$ cat config.mk
export PLATFORM = sky130hd
export DESIGN_NAME = pbd_decoder
export DESIGN_NICKNAME = d
export VERILOG_FILES = /design/src/pbd_pkg.sv /design/src/pbd_decoder.sv
export VERILOG_INCLUDE_DIRS = /design/src
export SDC_FILE = /design/constraint.sdc
export NUM_CORES = 1
export LEC_CHECK = 0
export BUFFER_PORTS_ARGS = -buffer_cell sky130_fd_sc_hd__buf_2
export CORE_MARGIN = 4
export CORE_UTILIZATION = 50
export CTS_CLUSTER_DIAMETER = 80
export DETAILED_ROUTE_END_ITERATION = 16
export PLACE_DENSITY_LB_ADDON = 0.15
export SYNTH_ARGS = -nofsm -noshare
export SYNTH_HDL_FRONTEND = slang
export SYNTH_SLANG_ARGS = --single-unit
$ cat constraint.sdc
create_clock -name i_sys_clk -period 2.9 [get_ports i_sys_clk]
set_input_delay 0.58 -clock i_sys_clk [delete_from_list [all_inputs] [get_ports i_sys_clk]]
set_output_delay 0.58 -clock i_sys_clk [all_outputs]
set_load 0.05 [all_outputs]
$ cat src/pbd_params.svh
// Constants for the playback command decoder: offsets, fields, resets, timing
//
// Operation
// - Host stop ends running audio, no auto mute
// - Phrase runs until its stop command
// - Phrase-ending stop lets last audio finish
// - Memory ADPCM playback discards host commands, stalls phrase bytes
// - Stand-by stop mutes, sleeps, wakes on select
// - Set-duration loads milliseconds for later tones
// - Duration zero means endless tone, reset default
// - Expiry starts pending audio or halts tone
// - Tone frequency equals index divided by 4.096
// - Tone index zero gives timed silence
// - Mute ramps down per millisecond, grounds outputs
// - Un-mute enables driver, ramps up per millisecond
// - Play-phrase fetches selected phrase from memory
// - Set-volume picks one of sixteen levels
// - Volume zero silences but keeps driver on
// - Set-outputs bits 7-5 pick mode or levels
// - Reset leaves aux outputs low, push-pull
// - Reset starts muted at full volume
`ifndef PBD_PARAMS_SVH
`define PBD_PARAMS_SVH

// Register offsets (byte addresses)
`define PBD_REG_CMD     8'h00
`define PBD_REG_STATUS  8'h04
`define PBD_REG_CONFIG  8'h08

// Command codes in the low nibble of the first byte
`define PBD_OP_STOP     4'h1
`define PBD_OP_DUR      4'h2
`define PBD_OP_MUTE     4'h4
`define PBD_OP_UNMUTE   4'h5
`define PBD_OP_PHRASE   4'h6
`define PBD_OP_VOLUME   4'h8
`define PBD_OP_OUTPUTS  4'h9
`define PBD_OP_ADPCM    4'ha
`define PBD_OP_PCM      4'he
`define PBD_TONE_LOW2   2'h3

// Field positions
`define PBD_STBY_BIT    4
`define PBD_ACC_MSB     14

// Reset values
`define PBD_VOL_RST     4'hf
`define PBD_DUR_RST     12'h000

// Timing
`define PBD_CLK_NS      5
`define PBD_MS_NS       1000000
`define PBD_SMP_NS      125000
`define PBD_MS_CYCLES   (`PBD_MS_NS / `PBD_CLK_NS)
`define PBD_SMP_CYCLES  (`PBD_SMP_NS / `PBD_CLK_NS)
`define PBD_MS_W        18
`define PBD_SMP_W       15

`endif

$ cat src/pbd_pkg.sv
// Types for the playback command decoder
package pbd_pkg;
  `include "pbd_params.svh"

  typedef enum logic {ASM_FIRST, ASM_SECOND} pbd_asm_t;

  typedef struct packed {
    logic                   cs_meta;
    logic                   cs_sync;
    logic                   cs_prev;
    logic                   standby;
    logic                   stby_pend;
    pbd_asm_t               host_asm;
    logic [7:0]             host_byte;
    pbd_asm_t               phr_asm;
    logic [7:0]             phr_byte;
    logic                   phrase_active;
    logic                   phrase_start;
    logic [11:0]            phrase_index;
    logic                   adpcm_busy;
    logic [11:0]            duration;
    logic [11:0]            dur_cnt;
    logic                   tone_on;
    logic                   tone_silent;
    logic [11:0]            tone_index;
    logic [`PBD_SMP_W-1:0]  phase;
    logic [3:0]             volume;
    logic [3:0]             level;
    logic                   mute_req;
    logic                   aux_a;
    logic                   aux_b;
    logic                   aux_od;
    logic [`PBD_MS_W-1:0]   ms_cnt;
    logic [`PBD_SMP_W-1:0]  smp_cnt;
    logic [31:0]            rd_data;
  } pbd_state_t;
endpackage : pbd_pkg

$ cat src/pbd_decoder.sv
// Playback command decoder: host and phrase command execution
`timescale 1ns/1ps
`include "pbd_params.svh"
module pbd_decoder #(
  parameter int MS_CYCLES  = `PBD_MS_CYCLES,
  parameter int SMP_CYCLES = `PBD_SMP_CYCLES
) (
  // Clock and reset
  input  wire logic        i_sys_clk,
  input  wire logic        i_rst_n,
  // Register port
  input  wire logic [7:0]  i_addr,
  input  wire logic [31:0] i_wdata,
  input  wire logic        i_wr,
  input  wire logic        i_rd,
  output logic [31:0]      o_rdata,
  // Host select pin, active low
  input  wire logic        i_host_sel_n,
  // Phrase stream from serial memory
  input  wire logic [7:0]  i_mem_byte,
  input  wire logic        i_mem_valid,
  output logic             o_mem_ready,
  output logic             o_phrase_start,
  output logic [11:0]      o_phrase_index,
  input  wire logic        i_adpcm_done,
  output logic             o_adpcm_busy,
  // Speaker driver
  output logic             o_speaker_out_pos,
  output logic             o_speaker_out_neg,
  output logic             o_spk_enable,
  output logic [3:0]       o_level,
  output logic             o_standby,
  // Auxiliary outputs, enable low while driving
  output logic             o_aux_output_a,
  output logic             o_aux_output_a_oe_n,
  output logic             o_aux_output_b,
  output logic             o_aux_output_b_oe_n
);
  import pbd_pkg::*;

  pbd_state_t st;
  pbd_state_t next_st;
  logic       ms_tick;
  logic       smp_tick;
  logic       cs_fall;
  logic       host_fire;
  logic       mem_fire;
  logic       spk_en;
  logic       sound;

  // True when a first byte opens a two-byte command
  function automatic logic pbd_is16(input logic [7:0] b, input logic phr);
    logic r;
    r = (b[1:0] == `PBD_TONE_LOW2) || (b[3:0] == `PBD_OP_DUR) ||
        (b[3:0] == `PBD_OP_PHRASE) || (b[3:0] == `PBD_OP_PCM) ||
        ((b[3:0] == `PBD_OP_ADPCM) && !phr);
    return r;
  endfunction : pbd_is16

  // Execute one whole command on a state copy
  function automatic pbd_state_t pbd_exec(input pbd_state_t s, input logic [15:0] c,
                                          input logic phr);
    pbd_state_t r;
    r = s;
    if (c[1:0] == `PBD_TONE_LOW2) begin
      r.tone_on = 1'b1;
      r.dur_cnt = s.duration;
      if (c[15:4] == 12'h000) begin
        r.tone_silent = 1'b1;
      end else begin
        r.tone_silent = 1'b0;
        r.tone_index  = c[15:4];
      end
    end else begin
      case (c[3:0])
        `PBD_OP_STOP: begin
          // Host stop cuts audio; phrase stop ends the phrase but leaves the tone running
          if (!phr) begin
            r.tone_on = 1'b0;
          end
          r.phrase_active = 1'b0;
          r.host_asm      = ASM_FIRST;
          r.phr_asm       = ASM_FIRST;
          if (c[`PBD_STBY_BIT]) begin
            r.mute_req  = 1'b1;
            r.stby_pend = 1'b1;
          end
        end
        `PBD_OP_DUR:    r.duration = c[15:4];
        `PBD_OP_MUTE:   r.mute_req = 1'b1;
        `PBD_OP_UNMUTE: r.mute_req = 1'b0;
        `PBD_OP_PHRASE: begin
          // Nested phrase requests are dropped: the stream never resolves
          if (!phr) begin
            r.phrase_active = 1'b1;
            r.phrase_start  = 1'b1;
            r.phrase_index  = c[15:4];
            r.phr_asm       = ASM_FIRST;
            r.tone_on       = 1'b0;
          end
        end
        `PBD_OP_VOLUME: r.volume = c[7:4];
        `PBD_OP_OUTPUTS: begin
          case (c[6:5])
            2'h0:    r.aux_od = c[7];
            2'h1:    r.aux_a  = c[7];
            2'h2:    r.aux_b  = c[7];
            default: begin
              r.aux_a = c[7];
              r.aux_b = c[7];
            end
          endcase
        end
        `PBD_OP_ADPCM: begin
          // From memory the sample stream belongs to the datapath
          if (phr) begin
            r.adpcm_busy = 1'b1;
          end
          r.tone_on = 1'b0;
        end
        `PBD_OP_PCM: r.tone_on = 1'b0;
        default: ;
      endcase
    end
    return r;
  endfunction : pbd_exec

  // Tick strobes and shared decode terms
  assign ms_tick   = (st.ms_cnt == `PBD_MS_W'(MS_CYCLES - 1));
  assign smp_tick  = (st.smp_cnt == `PBD_SMP_W'(SMP_CYCLES - 1));
  assign cs_fall   = st.cs_prev & ~st.cs_sync;
  assign host_fire = i_wr && (i_addr == `PBD_REG_CMD) && !st.adpcm_busy && !st.standby;
  // Phrase intake stalls during a finite tone so the next audio waits
  assign o_mem_ready = st.phrase_active && !st.adpcm_busy && !st.standby &&
                       !(i_wr && (i_addr == `PBD_REG_CMD)) &&
                       !(st.tone_on && (st.duration != 12'h000));
  assign mem_fire  = o_mem_ready && i_mem_valid;

  // Next-state logic
  always_comb begin
    next_st              = st;
    next_st.phrase_start = 1'b0;
    next_st.cs_meta      = i_host_sel_n;
    next_st.cs_sync      = st.cs_meta;
    next_st.cs_prev      = st.cs_sync;
    next_st.ms_cnt       = ms_tick ? '0 : st.ms_cnt + `PBD_MS_W'(1);
    next_st.smp_cnt      = smp_tick ? '0 : st.smp_cnt + `PBD_SMP_W'(1);

    // Read data stands for one cycle only
    next_st.rd_data = 32'h0000_0000;
    if (i_rd) begin
      case (i_addr)
        `PBD_REG_STATUS: next_st.rd_data = {23'h000000, st.standby, st.adpcm_busy,
                                            st.phrase_active, st.tone_on, spk_en, st.level};
        `PBD_REG_CONFIG: next_st.rd_data = {4'h0, st.volume, st.duration, st.tone_index};
        default:         next_st.rd_data = 32'h0000_0000;
      endcase
    end

    if (st.standby) begin
      // All but the tick counters, select synchronizer and reads frozen until the host selects the device again
      if (cs_fall) begin
        next_st.standby = 1'b0;
      end
    end else begin
      // Phase accumulator at 8 kHz: f = index * 8000 / 2^15
      if (smp_tick && st.tone_on) begin
        next_st.phase = st.phase + `PBD_SMP_W'(st.tone_index);
      end
      if (ms_tick) begin
        // Finite tone countdown; zero duration never expires
        if (st.tone_on && (st.duration != 12'h000)) begin
          if (st.dur_cnt <= 12'h001) begin
            next_st.tone_on = 1'b0;
          end else begin
            next_st.dur_cnt = st.dur_cnt - 12'h001;
          end
        end
        // One volume step per millisecond toward the target
        if (st.mute_req && (st.level != 4'h0)) begin
          next_st.level = st.level - 4'h1;
        end else if (!st.mute_req && (st.level < st.volume)) begin
          next_st.level = st.level + 4'h1;
        end else if (!st.mute_req && (st.level > st.volume)) begin
          next_st.level = st.level - 4'h1;
        end
      end
      // Sleep only once the mute ramp has reached zero
      if (st.stby_pend && (st.level == 4'h0)) begin
        next_st.standby       = 1'b1;
        next_st.stby_pend     = 1'b0;
        next_st.tone_on       = 1'b0;
        next_st.phrase_active = 1'b0;
      end
      if (st.adpcm_busy && i_adpcm_done) begin
        next_st.adpcm_busy = 1'b0;
      end

      // Host bytes win the cycle over phrase bytes
      if (host_fire) begin
        if (st.host_asm == ASM_FIRST) begin
          if (pbd_is16(i_wdata[7:0], 1'b0)) begin
            next_st.host_asm  = ASM_SECOND;
            next_st.host_byte = i_wdata[7:0];
          end else begin
            next_st = pbd_exec(next_st, {8'h00, i_wdata[7:0]}, 1'b0);
          end
        end else begin
          next_st.host_asm = ASM_FIRST;
          next_st = pbd_exec(next_st, {i_wdata[7:0], st.host_byte}, 1'b0);
        end
      end else if (mem_fire) begin
        case (st.phr_asm)
          ASM_FIRST: begin
            if (pbd_is16(i_mem_byte, 1'b1)) begin
              next_st.phr_asm  = ASM_SECOND;
              next_st.phr_byte = i_mem_byte;
            end else begin
              next_st = pbd_exec(next_st, {8'h00, i_mem_byte}, 1'b1);
            end
          end
          ASM_SECOND: begin
            next_st.phr_asm = ASM_FIRST;
            next_st = pbd_exec(next_st, {i_mem_byte, st.phr_byte}, 1'b1);
          end
          default: next_st.phr_asm = ASM_FIRST;
        endcase
      end
    end
  end

  // State register; resets to muted, full volume, aux low push-pull
  always_ff @(posedge i_sys_clk or negedge i_rst_n) begin
    if (!i_rst_n) begin
      st            <= '0;
      st.cs_meta    <= 1'b1;
      st.cs_sync    <= 1'b1;
      st.cs_prev    <= 1'b1;
      st.host_asm   <= ASM_FIRST;
      st.phr_asm    <= ASM_FIRST;
      st.duration   <= `PBD_DUR_RST;
      st.volume     <= `PBD_VOL_RST;
      st.mute_req   <= 1'b1;
      st.aux_od     <= 1'b0;
    end else begin
      st <= next_st;
    end
  end

  // Outputs; a muted driver at level zero ties both pins low
  assign spk_en  = !st.mute_req || (st.level != 4'h0);
  assign sound   = spk_en && st.tone_on && !st.tone_silent && (st.level != 4'h0);
  assign o_speaker_out_pos   = sound & st.phase[`PBD_ACC_MSB];
  assign o_speaker_out_neg   = sound & ~st.phase[`PBD_ACC_MSB];
  assign o_spk_enable        = spk_en;
  assign o_level             = st.level;
  assign o_standby           = st.standby;
  assign o_rdata             = st.rd_data;
  assign o_phrase_start      = st.phrase_start;
  assign o_phrase_index      = st.phrase_index;
  assign o_adpcm_busy        = st.adpcm_busy;
  // Open drain only ever drives low; a high level releases the pin
  assign o_aux_output_a      = st.aux_od ? 1'b0 : st.aux_a;
  assign o_aux_output_a_oe_n = st.aux_od ? st.aux_a : 1'b0;
  assign o_aux_output_b      = st.aux_od ? 1'b0 : st.aux_b;
  assign o_aux_output_b_oe_n = st.aux_od ? st.aux_b : 1'b0;

  // Checks
  host_stop_a: assert property (@(posedge i_sys_clk) disable iff (!i_rst_n)
    (host_fire && st.host_asm == ASM_FIRST && i_wdata[3:0] == `PBD_OP_STOP)
    |=> !st.tone_on && ($past(st.mute_req) == st.mute_req || st.stby_pend))
    else $error("host stop left tone running");
  adpcm_hold_a: assert property (@(posedge i_sys_clk) disable iff (!i_rst_n)
    (st.adpcm_busy && !i_adpcm_done) |=> st.adpcm_busy && $stable(st.duration)
    && $stable(st.volume))
    else $error("command taken during memory playback");
  stby_entry_a: assert property (@(posedge i_sys_clk) disable iff (!i_rst_n)
    $rose(st.standby) |-> st.level == 4'h0 && st.mute_req && !st.tone_on)
    else $error("stand-by entered without mute");
  dur_load_a: assert property (@(posedge i_sys_clk) disable iff (!i_rst_n)
    $rose(st.tone_on) |-> st.dur_cnt == st.duration)
    else $error("tone started without duration");
  endless_tone_a: assert property (@(posedge i_sys_clk) disable iff (!i_rst_n)
    (st.tone_on && st.duration == 12'h000 && !i_wr && !mem_fire && !st.stby_pend
     && !st.standby) |=> st.tone_on)
    else $error("endless tone stopped");
  tone_expire_a: assert property (@(posedge i_sys_clk) disable iff (!i_rst_n)
    (st.tone_on && st.duration != 12'h000 && st.dur_cnt == 12'h001 && ms_tick
     && !st.standby && !host_fire) |=> !st.tone_on)
    else $error("finite tone did not expire");
  phrase_wait_a: assert property (@(posedge i_sys_clk) disable iff (!i_rst_n)
    (st.tone_on && st.duration != 12'h000) |-> !o_mem_ready)
    else $error("phrase advanced during finite tone");
  silent_tone_a: assert property (@(posedge i_sys_clk) disable iff (!i_rst_n)
    st.tone_silent |-> !o_speaker_out_pos && !o_speaker_out_neg)
    else $error("silent tone drives speaker");
  ramp_rate_a: assert property (@(posedge i_sys_clk) disable iff (!i_rst_n)
    !ms_tick |=> $stable(st.level))
    else $error("level moved between millisecond ticks");
  mute_ground_a: assert property (@(posedge i_sys_clk) disable iff (!i_rst_n)
    !o_spk_enable |-> !o_speaker_out_pos && !o_speaker_out_neg && o_level == 4'h0)
    else $error("muted driver not grounded");
  vol_zero_a: assert property (@(posedge i_sys_clk) disable iff (!i_rst_n)
    (!st.mute_req && st.volume == 4'h0) |-> o_spk_enable)
    else $error("volume zero disabled driver");
  // Command effects seen one cycle after the completing host byte
  vol_set_a: assert property (@(posedge i_sys_clk) disable iff (!i_rst_n)
    (host_fire && st.host_asm == ASM_FIRST && i_wdata[3:0] == `PBD_OP_VOLUME)
    |=> st.volume == $past(i_wdata[7:4]))
    else $error("volume not loaded");
  dur_set_a: assert property (@(posedge i_sys_clk) disable iff (!i_rst_n)
    (host_fire && st.host_asm == ASM_SECOND && st.host_byte[3:0] == `PBD_OP_DUR)
    |=> st.duration == $past({i_wdata[7:0], st.host_byte[7:4]}))
    else $error("duration not loaded");
  phrase_go_a: assert property (@(posedge i_sys_clk) disable iff (!i_rst_n)
    (host_fire && st.host_asm == ASM_SECOND && st.host_byte[3:0] == `PBD_OP_PHRASE)
    |=> st.phrase_active && o_phrase_start && o_phrase_index == $past({i_wdata[7:0], st.host_byte[7:4]}))
    else $error("phrase request not issued");
  // Ramp steps exactly one level per millisecond tick
  mute_step_a: assert property (@(posedge i_sys_clk) disable iff (!i_rst_n)
    (st.mute_req && ms_tick && st.level != 4'h0 && !st.standby)
    |=> st.level == $past(st.level) - 4'h1)
    else $error("mute ramp step wrong");
  unmute_step_a: assert property (@(posedge i_sys_clk) disable iff (!i_rst_n)
    (!st.mute_req && ms_tick && st.level < st.volume && !st.standby)
    |=> st.level == $past(st.level) + 4'h1)
    else $error("un-mute ramp step wrong");
  stby_wake_a: assert property (@(posedge i_sys_clk) disable iff (!i_rst_n)
    (st.standby && cs_fall) |=> !st.standby)
    else $error("select did not wake device");
  aux_push_a: assert property (@(posedge i_sys_clk) disable iff (!i_rst_n)
    !st.aux_od |-> !o_aux_output_a_oe_n && !o_aux_output_b_oe_n)
    else $error("push-pull aux not driven");

endmodule : pbd_decoder

==> flow_metrics.py <==
metrics = {
    "synthesis": {
        "ys_warn_count": 0,
        "synth_compound_area_share_pct": 14.0,
        "yosys-top-cells-count": "dfrtp_1, nand2_1, nor2_1",
        "synth_most_common_cell": "dfrtp_1",
        "synth_fa_ha_area_share_pct": 3.36,
        "synth_top_family_by_area": "simple AND/OR/NAND/NOR gates",
        "syn_area_per_cell_um2": 10.1,
        "synth_simple_gate_area_share_pct": 19.5,
        "netlist_area_um2": 9160,
        "synthCells": 905,
        "netlist_top_cells_area": "dfrtp_1, mux2_2, buf_4, ha_1, a22o_1",
        "muxShareOfSynthArea_pct": 7.45,
        "synth-async-reset-ratio_pct": 100,
        "synth_top_area_cell": "dfrtp_1",
        "synth_xor_area_share_pct": 3.83,
        "yosysSeqAreaShare_pct": 44.9,
        "ys_ff_latch": 164,
        "synth_edf_count": 0,
        "synth_ff_type": "dfrtp_1",
        "synth.top_cell.area_share_pct": 42.6,
        "synth.distinct_cells": 73,
    },
    "clocking": {
        "cts-buffers-inserted": 17,
        "clk_latency_ns": 0.43,
        "clkTransAtPathRegs_ns": 0.06,
        "cts_sinks": 164,
        "cts_tree": "built",
        "cts-root-buf": "clkbuf_16",
        "htree_num_levels": 4,
        "clk_path_buf_depth": 2,
    },
    "sta": {
        "relSlewSlack_pct": 43.5,
        "fin_worst_skew_ns": 0.00729,
        "fin_setup_tns_ns": 0,
        "worst-slew-pin-transition_ns": 0.838,
        "slew_violations": 0,
        "fmax_ghz": 0.369,
        "hold_viol": 0,
        "setup_violations": 0,
        "whs_ns": 0.143,
        "rsz0062_at_grt": "false",
        "period_share_pct": 93.5,
        "period_minus_slack_ns": 2.71,
    },
    "grt": {
        "grt_max_degree": 73,
        "grt_antenna_before_repair": 0,
        "grt-ovfl-total": 0,
        "grt_pass1_wl_mm": 36.4,
        "grt_pass1_vias": 6706,
        "grt_usage_pct": 22.7,
    },
    "critical_path": {
        "reg2reg_slack_ns": 0.25,
        "startpoint_type": "flop",
        "crit_path_end": "o_mem_ready",
        "worstReg2RegEnd": "st[127]$_DFFE_PN0P_",
        "path_class": "reg2out",
        "slowest_stage": "dfrtp_1",
        "r2r_start": "o_adpcm_busy$_DFFE_PN0N_",
        "critPathMaxStageDelay_ns": 0.46,
        "critPathRequiredTime_ns": 2.32,
        "crit_arrival_ns": 2.13,
        "end_kind": "primary output",
        "cp_cell_sequence": "nor4_1 -> a31o_2 -> nor3b_1 -> buf_2",
        "rr_worst_depth": 8,
        "crit_path_start": "st[118]$_DFFE_PN0P_",
        "worstPathMaxFanout": 6,
    },
    "floorplanning": {
        "die_x_um": 143,
        "floorplan.initialDensity_pct": 51.0,
        "rows": 49,
        "ioPinCount": 114,
        "dieArea_um2": 20500,
        "core_area_um2": 18000,
        "die_h_um": 143,
    },
    "place": {
        "io_buffers": 85,
        "gp_congestion": 0.893,
        "hpwl_mm": 16.5,
    },
    "routing": {
        "num_vias": 7002,
        "viasPerCell": 5.81,
        "drt_iter0_drc": 740,
        "drt_wl_total_mm": 22.3,
        "dr.pass1.iters": 6,
        "route.detailed.drc": 0,
        "wl_per_cell_um": 18.5,
        "ant_nets": 0,
    },
    "cells_and_area": {
        "antenna_cells": 0,
        "nets": 1043,
        "area.growth.synth_to_final_pct": 13.1,
        "drive_gt1_share_pct": 24.0,
    },
    "outcome": {
        "status": "finished, final reports clean",
    },
    "power_and_ir_drop": {
        "leakagePower_nw": 4.95,
        "power_density_nw_per_um2": 670,
        "power_mw": 6.94,
        "ir_worst_vdd_mv": 0.477,
    },
    "hold_path": {
        "hold_path.class": "in2async",
    },
    "flow_run": {
        "maxCapViolations": 0,
    },
}
==> critical path, delay by kind of cell (launching register included) <==
kind	cells	cell delay (ns)
AO/OA/AOI/OAI	1	0.29
AND/OR/NAND/NOR	2	0.64
buffers and inverters	1	0.32
flip-flops	1	0.46
==> what timing repair did <==
| action | in CTS | in global routing |
|---|---|---|
| gates resized for setup | 0 | 2 |
| hold buffers | 0 | 0 |
| buffers inserted | 0 | 1 |
| setup endpoints to repair | 0 | 15 |
==> metrics by stage <==
stage	setup WS, ns	cell area (um2)	cells	util (%)
detailed placement	-0.0888	9700	1173	54.0
floorplan	-0.00394	9180	908	-
global placement	-0.0531	9700	1173	54.0
CTS	0.0861	10300	1205	57.5
finish	0.188	10400	1206	57.7
global route	0.00949	10400	1206	57.7
==> area by class of cell <==
class / instances / area [um2]
clock buffers: 17 / 425
inverters: 26 / 97.6
multi-input cells: 630 / 4460
clock inverters: 15 / 196
well taps: 229 / 287
flip-flops and latches: 164 / 4110
fillers: 1569 / 7600
repair buffers: 125 / 782
==> worst min-delay path by stage <==
stage | end | slack [ns] | cells past startpoint
2_1_floorplan | asynchronous set/reset pin | 0.28 | 0
3_3_place_gp | st[166]$_DFF_PN1_ | 0.35 | 0
3_5_place_dp | st[166]$_DFF_PN1_ | 0.35 | 0
4_1_cts | asynchronous set/reset pin | 0.18 | 1
5_1_grt | asynchronous set/reset pin | 0.21 | 1
6_report | asynchronous set/reset pin | 0.14 | 1
==> layout by cell type (no fill, tap or decap), types with 12 or more instances in the layout <==
master,count
xnor2_1,22
nor2b_1,13
a211oi_1,12
xor2_1,18
dfrtp_1,156
buf_4,36
nor4_1,17
and2_1,25
mux2_2,42
nand2_1,64
ha_1,23
a22o_1,30
buf_2,84
nor3_1,15
nor3b_1,15
inv_1,26
nand3_1,29
nor2_1,52
clkbuf_16,17
a21oi_1,30
o21ai_0,45
and3_1,13
==> routing by layer <==
layer / vias up / share of wire, % / global-route usage [%]
met3: 31 / 5.8 / 3.36
met2: 206 / 47 / 35.5
li1: 3351 / - / -
met4: 0 / 1.8 / 6.84
met5: - / 0 / 0
met1: 3414 / 45 / 33.0
==> where the power goes <==
group          internal [mW]  leakage (nW)  switching [mW]
combinational          0.687          2.47           0.942
sequential              2.58          2.17           0.360
clock                   1.38         0.303           0.990
==> cells by family (layout without fill, tap and decap cells) <==
group	after synthesis	count (layout)
AND/OR/NAND/NOR	317	317
flip-flops	164	164
XOR/XNOR	40	40
multiplexers	58	58
AO/OA/AOI/OAI	187	187
buffers and inverters	114	183
adder cells (fa/ha/maj)	24	24
other	1	4
Power figures use the tool's default switching activity.
